==> config.mk <==
export PLATFORM = sky130hd
export DESIGN_NAME = meas_result_error_reporter
export DESIGN_NICKNAME = d
export VERILOG_FILES = /design/src/meas_report_pkg.sv /design/src/meas_result_error_reporter.sv
export SDC_FILE = /design/constraint.sdc
export NUM_CORES = 1
export LEC_CHECK = 0
export BUFFER_PORTS_ARGS = -buffer_cell sky130_fd_sc_hd__buf_2
export CAP_MARGIN = 25
export CORE_ASPECT_RATIO = 1.5
export CORE_MARGIN = 1.5
export CORE_UTILIZATION = 35
export CTS_BUF_LIST = sky130_fd_sc_hd__clkbuf_4 sky130_fd_sc_hd__clkbuf_8
export DETAILED_ROUTE_END_ITERATION = 16
export PLACE_DENSITY_LB_ADDON = 0.15
export SYNTH_ARGS = -nofsm -noshare
export SYNTH_HDL_FRONTEND = slang
export SYNTH_SLANG_ARGS = --single-unit
==> constraint.sdc <==
create_clock -name CLOCK_I -period 4.13 [get_ports CLOCK_I]
set_input_delay 0.2065 -clock CLOCK_I [delete_from_list [all_inputs] [get_ports CLOCK_I]]
set_output_delay 0.2065 -clock CLOCK_I [all_outputs]
set_load 0.005 [all_outputs]
==> src/meas_report_pkg.sv <==
// constants shared by the measurement outcome and error reporting block
// assumes a single system clock and a plain address/strobe register port
package meas_report_pkg;

  // register offsets (byte addresses, one word each)
  localparam logic [7:0] OFS_CTRL      = 8'h00;
  localparam logic [7:0] OFS_STATUS    = 8'h04;
  localparam logic [7:0] OFS_DATA      = 8'h08;
  localparam logic [7:0] OFS_ERR_POP   = 8'h0c;
  localparam logic [7:0] OFS_ERR_COUNT = 8'h10;

  // control field positions and value after reset
  localparam int         CTRL_CONC_BIT    = 0;
  localparam int         CTRL_PANEL_BIT   = 1;
  localparam int         CTRL_RESTART_BIT = 2;
  localparam logic [1:0] CTRL_RESET       = 2'h2;

  // status field positions
  localparam int STAT_MEAS_LSB  = 0;
  localparam int STAT_COMP_LSB  = 4;
  localparam int STAT_ALARM_BIT = 8;
  localparam int STAT_LOCK_BIT  = 9;
  localparam int STAT_KEYEN_BIT = 10;

  // measurement status codes
  localparam logic [1:0] MEAS_NORMAL   = 2'h0;
  localparam logic [1:0] MEAS_OVERLOAD = 2'h1;
  localparam logic [1:0] MEAS_NOCONT   = 2'h2;

  // weighted comparison codes
  localparam logic [3:0] COMP_IN     = 4'h1;
  localparam logic [3:0] COMP_HIGH   = 4'h2;
  localparam logic [3:0] COMP_LOW    = 4'h4;
  localparam logic [3:0] COMP_NOCONT = 4'h8;
  localparam logic [3:0] COMP_RESET  = 4'h0;

  // comparator input encodings from the measurement engine
  localparam logic [1:0] CMP_IN   = 2'h0;
  localparam logic [1:0] CMP_HIGH = 2'h1;
  localparam logic [1:0] CMP_LOW  = 2'h2;

  // 9.9e37 as an ieee single float, returned for overload and no-contact
  localparam logic [31:0] DATA_INVALID = 32'h7e94f575;
  localparam logic [31:0] DATA_RESET   = 32'h00000000;

  // parse limits
  localparam logic [3:0]  HDR_LEN_MAX   = 4'hc;
  localparam logic [15:0] EXP_MAG_MAX   = 16'h7d00;
  localparam logic [8:0]  MANT_DIG_MAX  = 9'h0ff;

  // error source indices, lower index is recorded first
  localparam int ERR_SRCS = 15;
  localparam int SRC_ADC = 0, SRC_LOCK = 1, SRC_OPT = 2, SRC_FUNC = 3;
  localparam int SRC_CMD = 4, SRC_SEP = 5, SRC_GET = 6, SRC_PMORE = 7;
  localparam int SRC_PLESS = 8, SRC_HLONG = 9, SRC_HUNDEF = 10, SRC_EXP = 11;
  localparam int SRC_DIGITS = 12, SRC_SUFFIX = 13, SRC_CHDATA = 14;

  // error codes as 16-bit two's complement
  localparam logic [15:0] ERR_NONE     = 16'h0000;
  localparam logic [15:0] ERR_ADC      = 16'h000b;
  localparam logic [15:0] ERR_LOCK     = 16'h0015;
  localparam logic [15:0] ERR_OPT      = 16'h001f;
  localparam logic [15:0] ERR_FUNC     = 16'h0020;
  localparam logic [15:0] ERR_CMD      = 16'hff9c;
  localparam logic [15:0] ERR_SEP      = 16'hff99;
  localparam logic [15:0] ERR_GET      = 16'hff97;
  localparam logic [15:0] ERR_PMORE    = 16'hff94;
  localparam logic [15:0] ERR_PLESS    = 16'hff93;
  localparam logic [15:0] ERR_HLONG    = 16'hff90;
  localparam logic [15:0] ERR_HUNDEF   = 16'hff8f;
  localparam logic [15:0] ERR_EXP      = 16'hff85;
  localparam logic [15:0] ERR_DIGITS   = 16'hff84;
  localparam logic [15:0] ERR_SUFFIX   = 16'hff76;
  localparam logic [15:0] ERR_CHDATA   = 16'hff73;
  localparam logic [15:0] ERR_OVERFLOW = 16'hfea2;

  // default error queue depth
  localparam int ERR_DEPTH = 8;

endpackage : meas_report_pkg

==> src/meas_result_error_reporter.sv <==
// measurement outcome classification, handler lines, fault and parse error queue
// assumes the parser and measurement engine share CLOCK_I; only the key-lock pin is async
// Summary of operation
// - status code 0 normal, 1 overload, 2 no-contact; invalid results give 9.9e37
// - comparison code weights: 1 in, 2 above upper, 4 below lower, 8 no-contact
// - overload drives both high lines with code 2, or both low lines with code 4
// - no-contact drives its line, status 2, comparison 8, both displays no-contact
// - overload with no-contact reports one outcome only, chosen by the engine's hint
// - converter failure halts measuring, asserts alarm and raises error 11
// - handler key lock blocks panel keys until the pin is released, register writes cannot undo it, key press raises 21
// - concurrent command without the option hardware raises error 31
// - illegal function combination while concurrent enabled raises error 32
// - unmatched syntax fault raises generic error -100
// - illegal character where a separator belongs raises -103
// - group execute trigger inside a program message raises -105
// - more parameters than a header accepts raises -108
// - fewer parameters than a header needs raises -109
// - header mnemonic over twelve characters raises -112
// - well formed but unknown header raises -113
// - exponent magnitude above 32000 raises -123
// - mantissa over 255 digits after leading zeros raises -124
// - suffix after a numeric element that forbids one raises -138
// - bad character data element raises -141
// - full error queue stores -350 in place of the lost error
//
// Design decisions made here: the register addresses and the strobed register port.
`timescale 1ns/1ps
module meas_result_error_reporter
  import meas_report_pkg::*;
#(
  parameter int DEPTH = ERR_DEPTH
) (
  // clock and reset
  input  wire logic        CLOCK_I,
  input  wire logic        RST_B_I,
  // register port
  input  wire logic [7:0]  REG_ADDR_I,
  input  wire logic [31:0] REG_WDATA_I,
  input  wire logic        REG_WR_I,
  input  wire logic        REG_RD_I,
  output logic      [31:0] REG_RDATA_O,
  // measurement engine results
  input  wire logic        MEAS_DONE_I,
  input  wire logic        OVERLOAD_I,
  input  wire logic        NO_CONTACT_I,
  input  wire logic        OVERLOAD_CONDITION_HIGH_I,
  input  wire logic        NC_WINS_I,
  input  wire logic [1:0]  PRI_CMP_I,
  input  wire logic [1:0]  SEC_CMP_I,
  input  wire logic [31:0] MEAS_DATA_I,
  input  wire logic        ADC_FAIL_I,
  output logic             MEAS_RUN_O,
  // result fields and display codes
  output logic [1:0]       MEAS_STATUS_O,
  output logic [3:0]       COMP_CODE_O,
  output logic [31:0]      DATA_VALUE_O,
  output logic [1:0]       DISP_DATA_O,
  output logic [1:0]       DISP_CMP_O,
  // handler lines, active low
  output logic             PRIMARY_HIGH_LINE_B_O,
  output logic             PRIMARY_IN_LINE_B_O,
  output logic             PRIMARY_LOW_LINE_B_O,
  output logic             SECONDARY_HIGH_LINE_B_O,
  output logic             SECONDARY_IN_LINE_B_O,
  output logic             SECONDARY_LOW_LINE_B_O,
  output logic             NO_CONTACT_LINE_B_O,
  output logic             ALARM_LINE_B_O,
  input  wire logic        KEY_LOCK_B_I,
  // front panel
  input  wire logic        KEY_PRESS_I,
  output logic             KEY_ACCEPT_O,
  output logic             KEYS_ENABLED_O,
  // parser events
  input  wire logic        MSG_ACTIVE_I,
  input  wire logic        GET_I,
  input  wire logic        CONC_CMD_I,
  input  wire logic        OPT_PRESENT_I,
  input  wire logic        FUNC_CMD_I,
  input  wire logic        FUNC_ILLEGAL_I,
  input  wire logic        SYNTAX_ERR_I,
  input  wire logic        SEP_ERR_I,
  input  wire logic        SUFFIX_ERR_I,
  input  wire logic        CHAR_DATA_ERR_I,
  input  wire logic        HDR_CHAR_I,
  input  wire logic        HDR_DONE_I,
  input  wire logic        HDR_KNOWN_I,
  input  wire logic        PARAM_I,
  input  wire logic        UNIT_END_I,
  input  wire logic [3:0]  PARAM_MIN_I,
  input  wire logic [3:0]  PARAM_MAX_I,
  input  wire logic        EXP_DONE_I,
  input  wire logic [15:0] EXP_MAG_I,
  input  wire logic        MANT_DIGIT_I,
  input  wire logic        MANT_ZERO_I,
  input  wire logic        MANT_DONE_I,
  // error queue state
  output logic [3:0]       ERR_COUNT_O
);

  localparam int CW = $clog2(DEPTH + 1);

  typedef logic [DEPTH-1:0][15:0] queue_t;

  typedef struct packed {
    logic                klk1;
    logic                klk2;
    logic                conc_en;
    logic                panel_en;
    logic                alarm;
    logic                key_acc;
    logic [1:0]          meas;
    logic [3:0]          comp;
    logic [31:0]         data;
    logic [1:0]          disp_d;
    logic [1:0]          disp_c;
    logic [6:0]          lines;
    logic [3:0]          hdr_len;
    logic [3:0]          pcnt;
    logic [8:0]          mdig;
    logic                msig;
    logic [ERR_SRCS-1:0] pend;
    queue_t              qmem;
    logic [CW-1:0]       qcnt;
    logic [31:0]         rdata;
  } state_s;

  // handler line index inside lines: pri hi/in/lo, sec hi/in/lo, no-contact
  localparam int LN_PH = 0, LN_PI = 1, LN_PL = 2, LN_SH = 3, LN_SI = 4, LN_SL = 5;
  localparam int LN_NC = 6;

  state_s q;
  state_s d;

  // code of each error source
  function automatic logic [15:0] code_of(input int idx);
    logic [15:0] c;
    c = ERR_NONE;
    unique case (idx)
      SRC_ADC:    c = ERR_ADC;
      SRC_LOCK:   c = ERR_LOCK;
      SRC_OPT:    c = ERR_OPT;
      SRC_FUNC:   c = ERR_FUNC;
      SRC_CMD:    c = ERR_CMD;
      SRC_SEP:    c = ERR_SEP;
      SRC_GET:    c = ERR_GET;
      SRC_PMORE:  c = ERR_PMORE;
      SRC_PLESS:  c = ERR_PLESS;
      SRC_HLONG:  c = ERR_HLONG;
      SRC_HUNDEF: c = ERR_HUNDEF;
      SRC_EXP:    c = ERR_EXP;
      SRC_DIGITS: c = ERR_DIGITS;
      SRC_SUFFIX: c = ERR_SUFFIX;
      default:    c = ERR_CHDATA;
    endcase
    return c;
  endfunction : code_of

  // comparator encoding to weighted comparison code
  function automatic logic [3:0] comp_of(input logic [1:0] cmp);
    logic [3:0] c;
    c = COMP_IN;
    if (cmp == CMP_HIGH) begin
      c = COMP_HIGH;
    end else if (cmp == CMP_LOW) begin
      c = COMP_LOW;
    end
    return c;
  endfunction : comp_of

  logic                locked;
  logic                use_nc;
  logic                use_ov;
  logic                take;
  logic                wr_ctrl;
  logic                pop;
  logic [ERR_SRCS-1:0] raise;
  logic [ERR_SRCS-1:0] clr;
  logic [15:0]         pick;
  logic                pick_vld;
  logic [3:0]          new_len;

  // next state
  always_comb begin
    d = q;
    raise = '0;
    clr = '0;
    pick = ERR_NONE;
    pick_vld = 1'b0;
    new_len = q.hdr_len;

    // two-stage synchroniser on the key-lock pin
    d.klk1 = KEY_LOCK_B_I;
    d.klk2 = q.klk1;
    locked = ~q.klk2;

    // control writes; panel enable is refused while the handler holds the lock
    wr_ctrl = REG_WR_I && (REG_ADDR_I == OFS_CTRL);
    if (wr_ctrl) begin
      d.conc_en = REG_WDATA_I[CTRL_CONC_BIT];
      if (!locked) begin
        d.panel_en = REG_WDATA_I[CTRL_PANEL_BIT];
      end
      if (REG_WDATA_I[CTRL_RESTART_BIT]) begin
        d.alarm = 1'b0;
      end
    end

    // key handling under handler lock
    d.key_acc = KEY_PRESS_I && !locked && q.panel_en;
    raise[SRC_LOCK] = KEY_PRESS_I && locked;

    // converter failure latches alarm and halts result updates
    if (ADC_FAIL_I) begin
      d.alarm = 1'b1;
    end
    raise[SRC_ADC] = ADC_FAIL_I && !q.alarm;

    // classify each finished measurement
    take = MEAS_DONE_I && !q.alarm && !ADC_FAIL_I;
    use_nc = NO_CONTACT_I && (!OVERLOAD_I || NC_WINS_I);
    use_ov = OVERLOAD_I && !use_nc;
    if (take) begin
      d.lines = '0;
      if (use_nc) begin
        d.meas = MEAS_NOCONT;
        d.comp = COMP_NOCONT;
        d.data = DATA_INVALID;
        d.disp_d = MEAS_NOCONT;
        d.disp_c = MEAS_NOCONT;
        d.lines[LN_NC] = 1'b1;
      end else if (use_ov) begin
        d.meas = MEAS_OVERLOAD;
        d.data = DATA_INVALID;
        d.disp_d = MEAS_OVERLOAD;
        if (OVERLOAD_CONDITION_HIGH_I) begin
          d.comp = COMP_HIGH;
          d.disp_c = CMP_HIGH;
          d.lines[LN_PH] = 1'b1;
          d.lines[LN_SH] = 1'b1;
        end else begin
          d.comp = COMP_LOW;
          d.disp_c = CMP_LOW;
          d.lines[LN_PL] = 1'b1;
          d.lines[LN_SL] = 1'b1;
        end
      end else begin
        d.meas = MEAS_NORMAL;
        d.data = MEAS_DATA_I;
        d.comp = comp_of(PRI_CMP_I);
        d.disp_d = MEAS_NORMAL;
        d.disp_c = PRI_CMP_I;
        d.lines[LN_PH] = (PRI_CMP_I == CMP_HIGH);
        d.lines[LN_PL] = (PRI_CMP_I == CMP_LOW);
        d.lines[LN_PI] = (PRI_CMP_I == CMP_IN);
        d.lines[LN_SH] = (SEC_CMP_I == CMP_HIGH);
        d.lines[LN_SL] = (SEC_CMP_I == CMP_LOW);
        d.lines[LN_SI] = (SEC_CMP_I == CMP_IN);
      end
    end

    // option and function checks
    raise[SRC_OPT] = CONC_CMD_I && !OPT_PRESENT_I;
    raise[SRC_FUNC] = FUNC_CMD_I && FUNC_ILLEGAL_I && q.conc_en;

    // flags reported directly by the parser
    raise[SRC_CMD] = SYNTAX_ERR_I;
    raise[SRC_SEP] = SEP_ERR_I;
    raise[SRC_GET] = GET_I && MSG_ACTIVE_I;
    raise[SRC_SUFFIX] = SUFFIX_ERR_I;
    raise[SRC_CHDATA] = CHAR_DATA_ERR_I;

    // header length counter, saturating one past the limit
    if (HDR_CHAR_I && (q.hdr_len <= HDR_LEN_MAX)) begin
      new_len = q.hdr_len + 4'h1;
    end
    d.hdr_len = new_len;
    if (HDR_DONE_I) begin
      d.hdr_len = '0;
      raise[SRC_HLONG] = (new_len > HDR_LEN_MAX);
      raise[SRC_HUNDEF] = (new_len <= HDR_LEN_MAX) && !HDR_KNOWN_I;
    end

    // parameter count against the header's bounds
    if (PARAM_I && (q.pcnt != 4'hf)) begin
      d.pcnt = q.pcnt + 4'h1;
    end
    if (UNIT_END_I) begin
      d.pcnt = '0;
      raise[SRC_PMORE] = (q.pcnt > PARAM_MAX_I);
      raise[SRC_PLESS] = (q.pcnt < PARAM_MIN_I);
    end

    // exponent magnitude check
    raise[SRC_EXP] = EXP_DONE_I && (EXP_MAG_I > EXP_MAG_MAX);

    // mantissa digits, leading zeros not counted
    if (MANT_DIGIT_I && (q.msig || !MANT_ZERO_I)) begin
      d.msig = 1'b1;
      if (q.mdig != 9'h1ff) begin
        d.mdig = q.mdig + 9'h001;
      end
    end
    if (MANT_DONE_I) begin
      d.mdig = '0;
      d.msig = 1'b0;
      raise[SRC_DIGITS] = (q.mdig > MANT_DIG_MAX);
    end

    // pick the lowest pending source, one entry per cycle
    for (int i = ERR_SRCS - 1; i >= 0; i--) begin
      if (q.pend[i]) begin
        pick = code_of(i);
        clr = '0;
        clr[i] = 1'b1;
        pick_vld = 1'b1;
      end
    end
    d.pend = (q.pend & ~clr) | raise;

    // register read; the pop address removes the oldest entry
    pop = REG_RD_I && (REG_ADDR_I == OFS_ERR_POP) && (q.qcnt != '0);
    d.rdata = '0;
    if (REG_RD_I) begin
      unique case (REG_ADDR_I)
        OFS_CTRL: begin
          d.rdata[CTRL_CONC_BIT] = q.conc_en;
          d.rdata[CTRL_PANEL_BIT] = q.panel_en;
        end
        OFS_STATUS: begin
          d.rdata[STAT_MEAS_LSB +: 2] = q.meas;
          d.rdata[STAT_COMP_LSB +: 4] = q.comp;
          d.rdata[STAT_ALARM_BIT] = q.alarm;
          d.rdata[STAT_LOCK_BIT] = locked;
          d.rdata[STAT_KEYEN_BIT] = q.panel_en && !locked;
        end
        OFS_DATA:      d.rdata = q.data;
        OFS_ERR_POP:   d.rdata = {{16{q.qmem[0][15]}}, q.qmem[0]};
        OFS_ERR_COUNT: d.rdata[CW-1:0] = q.qcnt;
        default:       d.rdata = '0;
      endcase
    end

    // queue shift on pop, then append at the tail
    if (pop) begin
      for (int i = 0; i < DEPTH - 1; i++) begin
        d.qmem[i] = q.qmem[i+1];
      end
      d.qmem[DEPTH-1] = ERR_NONE;
      d.qcnt = q.qcnt - CW'(1);
    end
    if (pick_vld) begin
      if (d.qcnt < CW'(DEPTH)) begin
        d.qmem[d.qcnt] = pick;
        d.qcnt = d.qcnt + CW'(1);
      end else begin
        d.qmem[DEPTH-1] = ERR_OVERFLOW;
      end
    end

    if (!RST_B_I) begin
      d = '0;
      d.klk1 = 1'b1;
      d.klk2 = 1'b1;
      d.panel_en = CTRL_RESET[CTRL_PANEL_BIT];
      d.conc_en = CTRL_RESET[CTRL_CONC_BIT];
      d.comp = COMP_RESET;
      d.data = DATA_RESET;
    end
  end

  // state register, synchronous reset applied above
  always_ff @(posedge CLOCK_I) begin
    q <= d;
  end

  // outputs from the state register; handler lines are active low
  assign REG_RDATA_O             = q.rdata;
  assign MEAS_RUN_O              = ~q.alarm;
  assign MEAS_STATUS_O           = q.meas;
  assign COMP_CODE_O             = q.comp;
  assign DATA_VALUE_O            = q.data;
  assign DISP_DATA_O             = q.disp_d;
  assign DISP_CMP_O              = q.disp_c;
  assign PRIMARY_HIGH_LINE_B_O   = ~q.lines[LN_PH];
  assign PRIMARY_IN_LINE_B_O     = ~q.lines[LN_PI];
  assign PRIMARY_LOW_LINE_B_O    = ~q.lines[LN_PL];
  assign SECONDARY_HIGH_LINE_B_O = ~q.lines[LN_SH];
  assign SECONDARY_IN_LINE_B_O   = ~q.lines[LN_SI];
  assign SECONDARY_LOW_LINE_B_O  = ~q.lines[LN_SL];
  assign NO_CONTACT_LINE_B_O     = ~q.lines[LN_NC];
  assign ALARM_LINE_B_O          = ~q.alarm;
  assign KEY_ACCEPT_O            = q.key_acc;
  assign KEYS_ENABLED_O          = q.panel_en & q.klk2;
  assign ERR_COUNT_O             = 4'(q.qcnt);

endmodule : meas_result_error_reporter

### After elaboration in Yosys (flattened, before gate mapping)

Cells that the tools add are included.

| word-level totals | value |
|---|---|
| register bits | 252 |
| input port bits | 131 |
| output and inout bits | 89 |

| operators by class | value |
|---|---|
| add/sub/neg operators | 5 |
| magnitude comparators | 10 |
| equal/unequal tests | 10 |
| multiplexer cells | 78 |
| bitwise logic cells | 14 |
| reduce and logical (&&, ||, !) cells | 44 |

Operators with widths:

| cell | number |
|---|---|
| 2-to-1 mux 16 bit | 17 |
| 2-to-1 mux 132 bit | 2 |
| 2-to-1 mux 15 bit | 15 |
| bitwise mux 128 bit | 1 |
| 2-to-1 mux 116 bit | 1 |
| demux 16 bit (select 3 bit) | 1 |
| 2-to-1 mux 42 bit | 1 |
| case mux 21 bit (2 select lines) | 1 |
| 2-to-1 mux 41 bit | 1 |
| 2-to-1 mux 1 bit | 26 |
| logical AND 1 bit | 22 |
| case mux 7 bit (3 select lines) | 1 |
| == test 8 x 4 -> 1 bit (second input constant) | 2 |
| > comparator 16 x 15 -> 1 bit (second input constant) | 1 |
| AND 15 bit | 1 |
| inverter 15 bit | 1 |
| bitwise OR 15 bit | 1 |
| adder 4 x 1 -> 4 bit (second input constant) | 3 |
| inverter 1 bit | 10 |
| case mux 2 bit (5 select lines) | 1 |
| adder 9 x 1 -> 9 bit (second input constant) | 1 |
| > comparator 9 x 8 -> 1 bit (second input constant) | 1 |
| != test 9 bit (second input constant) | 1 |
| == test 8 x 3 -> 1 bit (second input constant) | 1 |
| other kinds (25) | 48 |

### Depth between registers and ports, before layout

Gate-level depths: netlist of the first run.

| logic depth | value |
|---|---|
| word-level depth | 18 |
| mapped depth | 12 |

### Worst setup path after synthesis of the first run

Ideal clock, no wire load.

| timing path | value |
|---|---|
| kind | reg-to-reg |
| from | reg q (netlist bit ERR_COUNT_O[0]) |
| to | reg q[39] (netlist bit) |
| library setup time | 0.087 ns |
| arrival time | 2.823 ns |
| data required time | 4.043 ns |
| path slack | 1.220 ns |
| stages on the path, launching flop included | 13 |
| path buffers | 3 |
| clock period less this slack | 2.910 ns |
| path through | dfxtp_1 > clkbuf_1 > inv_1 > ha_1 > nor3b_2 > nor4b_2 > buf_4 > mux2i_2 > inv_4 > a211oi_1 > buf_2 > nand2_1 > o31ai_1 |

| between the ends | value |
|---|---|
| longest elaborated chain between the ends | 10 |

Ends and longest elaborated chain:

| element | RTL line | RTL |
|---|---|---|
| start, declared | meas_result_error_reporter.sv:131 | `state_s q;` |
| start signal, assigned | meas_result_error_reporter.sv:373 | `q <= d;` |
| branches (longest 2 deep; another with subtractor 4 x 1 -> 4 bit) | n/a |  |
| 2-to-1 mux 132 bit * | meas_result_error_reporter.sv:344 | `if (pop) begin` |
| >= comparator 4 x 1 -> 1 bit (implied by the code) / < comparator 4 bit (equally long branches) | meas_result_error_reporter.sv:353, meas_result_error_reporter.sv:352 |  |
| logical AND 1 bit (implied by the code) | meas_result_error_reporter.sv:353 | `d.qmem[d.qcnt] = pick;` |
| 2-to-1 mux 16 bit (implied by the code) | meas_result_error_reporter.sv:353 |  |
| demux 16 bit (select 3 bit) | meas_result_error_reporter.sv:353 |  |
| bitwise mux 128 bit | meas_result_error_reporter.sv:353 |  |
| 2-to-1 mux 116 bit | meas_result_error_reporter.sv:352 | `if (d.qcnt < CW'(DEPTH)) begin` |
| 2-to-1 mux 132 bit * | meas_result_error_reporter.sv:351 | `if (pick_vld) begin` |

Mark *: on every way between the ends.
A chain may end at the register's enable or synchronous reset.

### Final worst setup path of the first run

| timing path | value |
|---|---|
| from | reg q (netlist bit ERR_COUNT_O[0]) |
| to | reg q[138] (netlist bit) |

Same word-level chain as after synthesis.

==> report_table.html, run 1 <==
<table>
<tr><th>Metric</th><th>Value</th></tr>
<tr><th colspan="2">Outcome</th></tr>
<tr><td>Run status</td><td>finished clean</td></tr>
<tr><th colspan="2">Hold path</th></tr>
<tr><td>Hold Path Depth</td><td>3</td></tr>
<tr><td>Path class of the lowest-slack min-delay path</td><td>in2reg</td></tr>
<tr><td>Worst Hold Launch</td><td>OVERLOAD_I</td></tr>
<tr><td>Min-Delay Endpoint</td><td>MEAS_STATUS_O[0]$_SDFFE_PN0P_</td></tr>
<tr><th colspan="2">Flow run</th></tr>
<tr><td>Number of maximum-capacitance constraint violations</td><td>0</td></tr>
<tr><th colspan="2">Power and ir drop</th></tr>
<tr><td>Power share of the clock group</td><td>between 40% and 50%</td></tr>
<tr><td>Total net switching power</td><td>between 0.001 and 0.0015 W</td></tr>
<tr><td>Sequential power share</td><td>between 40% and 50%</td></tr>
<tr><td>Switching part of the total power</td><td>around a quarter</td></tr>
<tr><td>Power Dens Cells</td><td>408 mW/mm2</td></tr>
<tr><td>Leakage Power</td><td>5.71 nW</td></tr>
<tr><td>Int Pwr</td><td>roughly 0.004 W</td></tr>
<tr><td>Part of the power in combinational logic</td><td>roughly 12%</td></tr>
<tr><td>Largest vdd supply drop</td><td>about 210 uV</td></tr>
<tr><th colspan="2">Clock network</th></tr>
<tr><td>Number of sinks driven by the clock tree</td><td>~250</td></tr>
<tr><td>Clock buffer count from CTS</td><td>40</td></tr>
<tr><td>Clock latency at the later pin of the worst-skew pair</td><td>0.56 ns</td></tr>
<tr><td>Maximum number of buffers from clock root to sink</td><td>3</td></tr>
<tr><td>TritonCTS clock tree</td><td>yes</td></tr>
<tr><td>Clock tree root driver cell</td><td>clkbuf_8</td></tr>
<tr><td>Clock transition at the registers of the reported paths</td><td>about 0.06 ns</td></tr>
<tr><td>H-tree depth</td><td>2</td></tr>
<tr><td>Gates resized, CTS repair</td><td>0</td></tr>
<tr><th colspan="2">Route</th></tr>
<tr><td>Total length of routed wires</td><td>around 31,000 um</td></tr>
<tr><td>Number of vias after detailed routing</td><td>approximately 9,400</td></tr>
<tr><td>Drt first-iter violations</td><td>444</td></tr>
<tr><td>Drt drc</td><td>0</td></tr>
<tr><td>First-pass DRT Iterations</td><td>5</td></tr>
<tr><td>Final antenna-violating net count</td><td>0</td></tr>
<tr><td>Post-DR wirelength/cell</td><td>roughly 16 um</td></tr>
<tr><td>Average vias per placed instance</td><td>about 5</td></tr>
<tr><th colspan="2">STA</th></tr>
<tr><td>Slew at the pin with the worst max-slew slack</td><td>approximately 1.0 ns</td></tr>
<tr><td>Maximum clock frequency</td><td>300 MHz</td></tr>
<tr><td>Number of endpoints with negative hold slack in the final report</td><td>0</td></tr>
<tr><td>Unrepaired setup endpoints after global routing</td><td>no</td></tr>
<tr><td>Final worst-path cycle share</td><td>between 80% and 90%</td></tr>
<tr><td>Final setup violation count</td><td>0</td></tr>
<tr><td>Slew Limit Fails</td><td>0</td></tr>
<tr><td>Relative slew margins</td><td>between 30% and 40%</td></tr>
<tr><td>Hold slack</td><td>between 0.04 and 0.05 ns</td></tr>
<tr><td>TNS Setup</td><td>0 ns</td></tr>
<tr><td>Worst setup slack after layout</td><td>approximately 0.8 ns</td></tr>
<tr><td>Final critical delay including setup and external delays</td><td>~3.3 ns</td></tr>
<tr><td>Setup clock skew after layout</td><td>roughly 0.017 ns</td></tr>
<tr><th colspan="2">Setup path</th></tr>
<tr><td>Nature of the critical path endpoint</td><td>flip-flop</td></tr>
<tr><td>Critical register-to-register path startpoint</td><td>ERR_COUNT_O[0]$_SDFF_PN0_</td></tr>
<tr><td>Worst Setup Path Type</td><td>reg2reg</td></tr>
<tr><td>Type of element launching the critical path</td><td>flip-flop</td></tr>
<tr><td>Capture point of the worst reg-to-reg path</td><td>q[138]$_SDFF_PN0_</td></tr>
<tr><td>Arrival time reported for the critical path endpoint</td><td>3.79 ns</td></tr>
<tr><td>Worst r2r path cells</td><td>9</td></tr>
<tr><td>Critical-path maximum fanout</td><td>16</td></tr>
<tr><td>Required @ worst endpoint</td><td>roughly 4.6 ns</td></tr>
<tr><td>Register-to-register setup slack</td><td>0.80 ns</td></tr>
<tr><th colspan="2">Placed design</th></tr>
<tr><td>RePlAce Congestion</td><td>0.801</td></tr>
<tr><td>Count of port buffers added during placement</td><td>190</td></tr>
<tr><td>Placed Area</td><td>about 0.012 mm2</td></tr>
<tr><td>Pre-CTS setup slack</td><td>between 0.6 and 0.7 ns</td></tr>
<tr><td>Post-detailed-placement half-perimeter wirelength</td><td>21,800 um</td></tr>
<tr><th colspan="2">Synthesis</th></tr>
<tr><td>Seq cells post-synth</td><td>246</td></tr>
<tr><td>Synthesis Warnings</td><td>0</td></tr>
<tr><td>Net count of the mapped netlist</td><td>approximately 1,400</td></tr>
<tr><td>Most frequently used flop master after synthesis</td><td>dfxtp_1</td></tr>
<tr><td>Number of distinct library cell variants in the gate-level netlist after synthesis</td><td>77</td></tr>
<tr><td>Post-synthesis cell area</td><td>~0.011 mm2</td></tr>
<tr><td>Share of flip-flops with an asynchronous set or reset after synthesis</td><td>0%</td></tr>
<tr><td>Share of synthesized area occupied by flip-flops and latches</td><td>a little over two fifths</td></tr>
<tr><td>Synthesized netlist cell count</td><td>between 1,000 and 1,500</td></tr>
<tr><td>Average cell area after synthesis</td><td>about 9 um2</td></tr>
<tr><td>Post-synth EDFFs</td><td>0</td></tr>
<tr><th colspan="2">Floorplan</th></tr>
<tr><td>Std-Cell Rows</td><td>80</td></tr>
<tr><td>Die area</td><td>0.0333 mm2</td></tr>
<tr><td>Total core area</td><td>0.0317 mm2</td></tr>
<tr><td>I/O Pins</td><td>220</td></tr>
<tr><td>Die extent in y</td><td>223 um</td></tr>
<tr><td>Width of the chip</td><td>149 um</td></tr>
<tr><td>Effective utilization at floorplan</td><td>35.5%</td></tr>
<tr><th colspan="2">GRT</th></tr>
<tr><td>Number of global-route vias before repair</td><td>between 9,000 and 10,000</td></tr>
<tr><td>Total track usage</td><td>a little under a fifth</td></tr>
<tr><td>Pin count of the biggest net entering global routing</td><td>just under 50</td></tr>
<tr><td>Antenna violations before repair</td><td>0</td></tr>
<tr><td>Wire length of the first global-routing pass</td><td>48,600 um</td></tr>
<tr><td>Final global-route overflow total</td><td>0</td></tr>
<tr><th colspan="2">Final layout</th></tr>
<tr><td>Commonest non-fill, non-tap cell in the layout</td><td>dfxtp_1</td></tr>
<tr><td>Signed area change from the synthesized netlist to the final layout</td><td>19.6%</td></tr>
<tr><td>Net count, final</td><td>approximately 1,600</td></tr>
<tr><td>Most used cells in the layout excluding fill and tap cells</td><td>dfxtp_1, nand2_1, buf_2, nor2_1, dlygate4sd3_1</td></tr>
<tr><td>FILL cells</td><td>between 3,000 and 4,000</td></tr>
<tr><td>N_diodes</td><td>0</td></tr>
<tr><td>Share of the core filled with cells</td><td>between 40% and 50%</td></tr>
<tr><td>Area of all placed cells without fillers</td><td>~0.013 mm2</td></tr>
<tr><td>Proportion of layout cells with a drive suffix above 1</td><td>approximately 25%</td></tr>
</table>
## Yosys cell counts, types with 11 or more instances
cell type	n	area share, %
a21oi_1	55	2.4
a22oi_1	29	1.9
a31oi_1	49	2.7
buf_2	15	0.67
buf_4	82	5.5
clkbuf_1	49	1.6
dfxtp_1	246	44
ha_1	18	2.0
inv_1	38	1.3
mux2_2	24	2.4
mux2i_1	54	4.8
nand2_1	200	6.7
nand3_1	32	1.4
nor2_1	93	3.1
nor3_1	17	0.76
o21ai_0	38	1.7
o21ai_1	16	0.71
o221a_2	20	2.0
o31ai_1	39	2.6
xor2_1	11	0.86
## state kept, by name, indices dropped and copies added (netlist names)
signal	cells
REG_RDATA_O	32
COMP_CODE_O	3
DISP_CMP_O	2
KEY_ACCEPT_O	1
ERR_COUNT_O	4
MEAS_STATUS_O	2
DATA_VALUE_O	32
q	170
## cell families (layout without fill, tap and decap cells)
| group | after synthesis | after routing | synth area share, % |
|---|---|---|---|
| AOI/OAI and AO/OA | 302 | 302 | 18.4 |
| xor gates and xnor gates | 18 | 18 | 1.40 |
| adders and majority gates | 18 | 18 | 2.00 |
| buffers and inverters | 194 | 386 | 9.53 |
| DFF | 246 | 246 | 43.8 |
| muxes | 81 | 81 | 7.73 |
| and+or+nand+nor | 419 | 419 | 17.2 |
## power by group through the flow
stage | Sequential [W] | Clock [W] | Combinational (W)
floorplan | 0.00260 | 0 | 0.000441
global route | 0.00260 | 0.00242 | 0.000747
finish | 0.00258 | 0.00225 | 0.000668
global placement | 0.00263 | 0 | 0.000615
CTS | 0.00258 | 0.00232 | 0.000673
detailed placement | 0.00264 | 0 | 0.000627
## metrics by stage
stage,total power [W],cells
floorplan,0.00304,1278
global placement,0.00325,1749
detailed placement,0.00326,1751
CTS,0.00557,1880
global route,0.00576,1880
finish,0.00550,1880
## per-layer routing
metal	track usage, %	share of wire (%)
met1	20.0	41
met2	34.3	52
met3	3.22	4.6
met4	6.71	2.7
met5	0	0
## worst max-delay path: stages, from the launching register on
cell     delay, ns
dfxtp_1       0.33
inv_1         0.08
ha_1          0.28
nor3b_2       0.22
nor4b_4       0.66
mux2i_2       0.61
inv_4         0.14
nand3_1       0.62
nand3_1       0.17
o21ai_1       0.12
## cell type report
type                    count  area, um2  share of cell area (%)
clock buffers              63        786                    5.84
well taps                 410        513                    3.81
inverters                  40        153                    1.13
clock inverters             8       70.1                   0.520
repair buffers            275       1740                    12.9
multi-input cells         838       5280                    39.2
flip-flops and latches    246       4920                    36.6
## worst max-delay path by stage
stage | start | end | slack (ns) | depth (start not counted)
2_1_floorplan | ERR_COUNT_O[0]$_SDFF_PN0_ | q[39]$_SDFF_PN0_ | 1.22 | 12
3_3_place_gp | REG_ADDR_I[0] | q[64]$_SDFF_PN0_ | 0.70 | 7
3_5_place_dp | REG_ADDR_I[0] | q[138]$_SDFF_PN0_ | 0.64 | 8
4_1_cts | ERR_COUNT_O[0]$_SDFF_PN0_ | q[138]$_SDFF_PN0_ | 0.85 | 9
5_1_grt | ERR_COUNT_O[0]$_SDFF_PN0_ | q[138]$_SDFF_PN0_ | 0.63 | 9
6_report | ERR_COUNT_O[0]$_SDFF_PN0_ | q[138]$_SDFF_PN0_ | 0.80 | 9
## what timing repair did
action                                 CTS  global route
setup endpoints to repair                0             0
buffers inserted                         0             0
endpoints found under the hold margin   55             0
hold buffers                            58             0
Note: power is estimated with default switching activity, not from simulation.
==> run 2: changes to the inputs <==
Clock period 4.13 ns to 2.9 ns, I/O delays scaled along.
==> run 2 against run 1 <==
- design area rose by 2.3%
- sequential share of layout area fell by 0.83 points
- first-iteration DRC count fell by 16%
- critical endpoint is now q[114]$_SDFF_PN0_
- die area did not move
- utilization rose by 0.99 points
- critical path type unchanged
==> report_table.html, run 2 (synthesis results as in run 1) <==
<table>
<tr><th>Metric</th><th>Value</th></tr>
<tr><th colspan="2">Floorplan</th></tr>
<tr><td>Die area</td><td>0.0333 mm2</td></tr>
<tr><td>Std-Cell Rows</td><td>80</td></tr>
<tr><td>I/O Pins</td><td>220</td></tr>
<tr><td>Total core area</td><td>roughly 0.032 mm2</td></tr>
<tr><td>Width of the chip</td><td>149 um</td></tr>
<tr><td>Effective utilization at floorplan</td><td>35.5%</td></tr>
<tr><td>Die extent in y</td><td>roughly 220 um</td></tr>
<tr><th colspan="2">GRT</th></tr>
<tr><td>Final global-route overflow total</td><td>0</td></tr>
<tr><td>Wire length of the first global-routing pass</td><td>just under 50,000 um</td></tr>
<tr><td>Total track usage</td><td>18.6%</td></tr>
<tr><td>Antenna violations before repair</td><td>1</td></tr>
<tr><td>Pin count of the biggest net entering global routing</td><td>66</td></tr>
<tr><td>Number of global-route vias before repair</td><td>between 9,000 and 10,000</td></tr>
<tr><th colspan="2">STA</th></tr>
<tr><td>Relative slew margins</td><td>between 20% and 30%</td></tr>
<tr><td>Slew at the pin with the worst max-slew slack</td><td>approximately 1.1 ns</td></tr>
<tr><td>Setup clock skew after layout</td><td>0.0133 ns</td></tr>
<tr><td>Final setup violation count</td><td>0</td></tr>
<tr><td>Slew Limit Fails</td><td>0</td></tr>
<tr><td>Final critical delay including setup and external delays</td><td>between 2 and 3 ns</td></tr>
<tr><td>Unrepaired setup endpoints after global routing</td><td>no</td></tr>
<tr><td>Worst setup slack after layout</td><td>roughly 0.20 ns</td></tr>
<tr><td>Maximum clock frequency</td><td>371 MHz</td></tr>
<tr><td>Number of endpoints with negative hold slack in the final report</td><td>0</td></tr>
<tr><td>Final worst-path cycle share</td><td>slightly above 90%</td></tr>
<tr><td>TNS Setup</td><td>0 ns</td></tr>
<tr><th colspan="2">Clock network</th></tr>
<tr><td>Clock buffer count from CTS</td><td>39</td></tr>
<tr><td>Clock transition at the registers of the reported paths</td><td>0.06 ns</td></tr>
<tr><td>Clock tree root driver cell</td><td>clkbuf_8</td></tr>
<tr><td>Maximum number of buffers from clock root to sink</td><td>3</td></tr>
<tr><td>Gates resized, CTS repair</td><td>0</td></tr>
<tr><td>TritonCTS clock tree</td><td>yes</td></tr>
<tr><td>Clock latency at the later pin of the worst-skew pair</td><td>between 0.5 and 0.6 ns</td></tr>
<tr><td>H-tree depth</td><td>2</td></tr>
<tr><td>Number of sinks driven by the clock tree</td><td>between 200 and 250</td></tr>
<tr><th colspan="2">Route</th></tr>
<tr><td>Average vias per placed instance</td><td>roughly 5.0</td></tr>
<tr><td>Drt drc</td><td>0</td></tr>
<tr><td>Number of vias after detailed routing</td><td>between 9,000 and 10,000</td></tr>
<tr><td>Final antenna-violating net count</td><td>0</td></tr>
<tr><td>First-pass DRT Iterations</td><td>4</td></tr>
<tr><td>Total length of routed wires</td><td>approximately 31,000 um</td></tr>
<tr><td>Drt first-iter violations</td><td>roughly 370</td></tr>
<tr><td>Post-DR wirelength/cell</td><td>16.2 um</td></tr>
<tr><th colspan="2">Setup path</th></tr>
<tr><td>Arrival time reported for the critical path endpoint</td><td>3.11 ns</td></tr>
<tr><td>Type of element launching the critical path</td><td>flip-flop</td></tr>
<tr><td>Worst Setup Path Type</td><td>reg2reg</td></tr>
<tr><td>Nature of the critical path endpoint</td><td>flip-flop</td></tr>
<tr><td>Required @ worst endpoint</td><td>about 3.3 ns</td></tr>
<tr><td>Critical-path maximum fanout</td><td>8</td></tr>
<tr><th colspan="2">Placed design</th></tr>
<tr><td>Count of port buffers added during placement</td><td>190</td></tr>
<tr><td>Post-detailed-placement half-perimeter wirelength</td><td>22,100 um</td></tr>
<tr><td>Instance count after placement with tap cells included</td><td>1,782</td></tr>
<tr><td>Pre-CTS setup slack</td><td>between 0.06 and 0.07 ns</td></tr>
<tr><td>RePlAce Congestion</td><td>about 0.85</td></tr>
<tr><th colspan="2">Final layout</th></tr>
<tr><td>FILL cells</td><td>around 3,200</td></tr>
<tr><td>Commonest non-fill, non-tap cell in the layout</td><td>dfxtp_1</td></tr>
<tr><td>Area of the multi-input gates</td><td>about 0.0053 mm2</td></tr>
<tr><td>Net count, final</td><td>around 1,600</td></tr>
<tr><td>Proportion of layout cells with a drive suffix above 1</td><td>between 20% and 30%</td></tr>
<tr><td>Largest reg by FF count</td><td>q</td></tr>
<tr><td>Signed area change from the synthesized netlist to the final layout</td><td>22.4%</td></tr>
<tr><td>Final cell count without fillers</td><td>1,917</td></tr>
<tr><td>Most used cells in the layout excluding fill and tap cells</td><td>dfxtp_1, nand2_1, buf_2, nor2_1, dlygate4sd3_1</td></tr>
<tr><td>Number of flip-flops under the largest register name</td><td>between 150 and 200</td></tr>
<tr><td>Share of the core filled with cells</td><td>a little over two fifths</td></tr>
<tr><td>Sequential cell area</td><td>between 0.004 and 0.005 mm2</td></tr>
<tr><th colspan="2">Hold path</th></tr>
<tr><td>Path class of the lowest-slack min-delay path</td><td>in2reg</td></tr>
<tr><th colspan="2">Outcome</th></tr>
<tr><td>Run status</td><td>finished clean</td></tr>
<tr><th colspan="2">Flow run</th></tr>
<tr><td>Number of maximum-capacitance constraint violations</td><td>0</td></tr>
<tr><th colspan="2">Power and ir drop</th></tr>
<tr><td>Leakage Power</td><td>just under 6 nW</td></tr>
<tr><td>Power Dens Cells</td><td>between 500 and 600 mW/mm2</td></tr>
<tr><td>Largest vdd supply drop</td><td>between 200 and 300 uV</td></tr>
<tr><td>Power after layout</td><td>between 0.007 and 0.008 W</td></tr>
</table>
## run 2: changes by cell type in the layout (fill, tap and decap cells not counted), sizes merged
cell | previous run | this run
buf | 217 | 250
dlygate4sd3 | 58 | 68
clkinv | 5 | 2
bufinv | 1 | 0
clkbuf | 63 | 62
clkinvlp | 2 | 0
diode | 0 | 1
## run 2: cell type report
| class | instances | share of cell area [%] |
|---|---|---|
| diodes | 1 | 0.0182 |
| clock buffers | 61 | 5.59 |
| repair buffers | 319 | 15.4 |
| multi-input cells | 838 | 38.3 |
| clock inverters | 2 | 0.0727 |
| well taps | 410 | 3.72 |
| inverters | 40 | 1.11 |
| flip-flops and latches | 246 | 35.7 |
## run 2: power breakdown
part,internal (W),switching [W],total (W)
Clock,0.00167,0.00133,0.00300
Combinational,0.000446,0.000560,0.00101
Sequential,0.00355,0.000122,0.00368
## run 2: worst max-delay path, cell delays in order, from the launching register on
cell	delay (ns)
dfxtp_1	0.31
inv_1	0.13
ha_1	0.18
nor3b_2	0.38
nor4b_4	0.09
buf_4	0.18
xnor2_1	0.18
inv_1	0.10
or4_1	0.58
o21ai_2	0.35
a31oi_1	0.07
## run 2: per-layer routing
layer | part of all wire [%] | GRT usage, % | vias to the layer above
met4 | 2.9 | 7.44 | 0
met1 | 41 | 20.4 | 4488
met3 | 4.1 | 2.94 | 47
met2 | 52 | 34.9 | 209
li1 | - | - | 4848
met5 | 0 | 0 | -
## run 2: path summary, 6_finish.rpt
kind | startpoint | end | slack, ns | depth (start not counted)
hold / removal | PARAM_I | q[189]$_SDFFE_PP0P_ | 0.04 | 5
setup / recovery | ERR_COUNT_O[0]$_SDFF_PN0_ | q[114]$_SDFF_PN0_ | 0.20 | 10
setup reg to reg | ERR_COUNT_O[0]$_SDFF_PN0_ | q[114]$_SDFF_PN0_ | 0.20 | 10
hold reg to reg | q[251]$_SDFF_PN1_ | q[250]$_SDFF_PN1_ | 0.40 | 1
## run 2: what timing repair did
| item | in CTS | in global routing |
|---|---|---|
| hold buffers | 68 | 0 |
| setup endpoints to repair | 0 | 11 |
| hold endpoints to repair | 68 | 0 |
| buffers inserted | 0 | 2 |
## run 2: per-stage QoR
| step | cell area [um2] | hold WS [ns] |
|---|---|---|
| global placement | 12300 | 0.334 |
| global route | 13800 | 0.0540 |
| finish | 13800 | 0.0394 |
| floorplan | 11300 | 0.246 |
| CTS | 13800 | 0.00634 |
| detailed placement | 12300 | 0.335 |
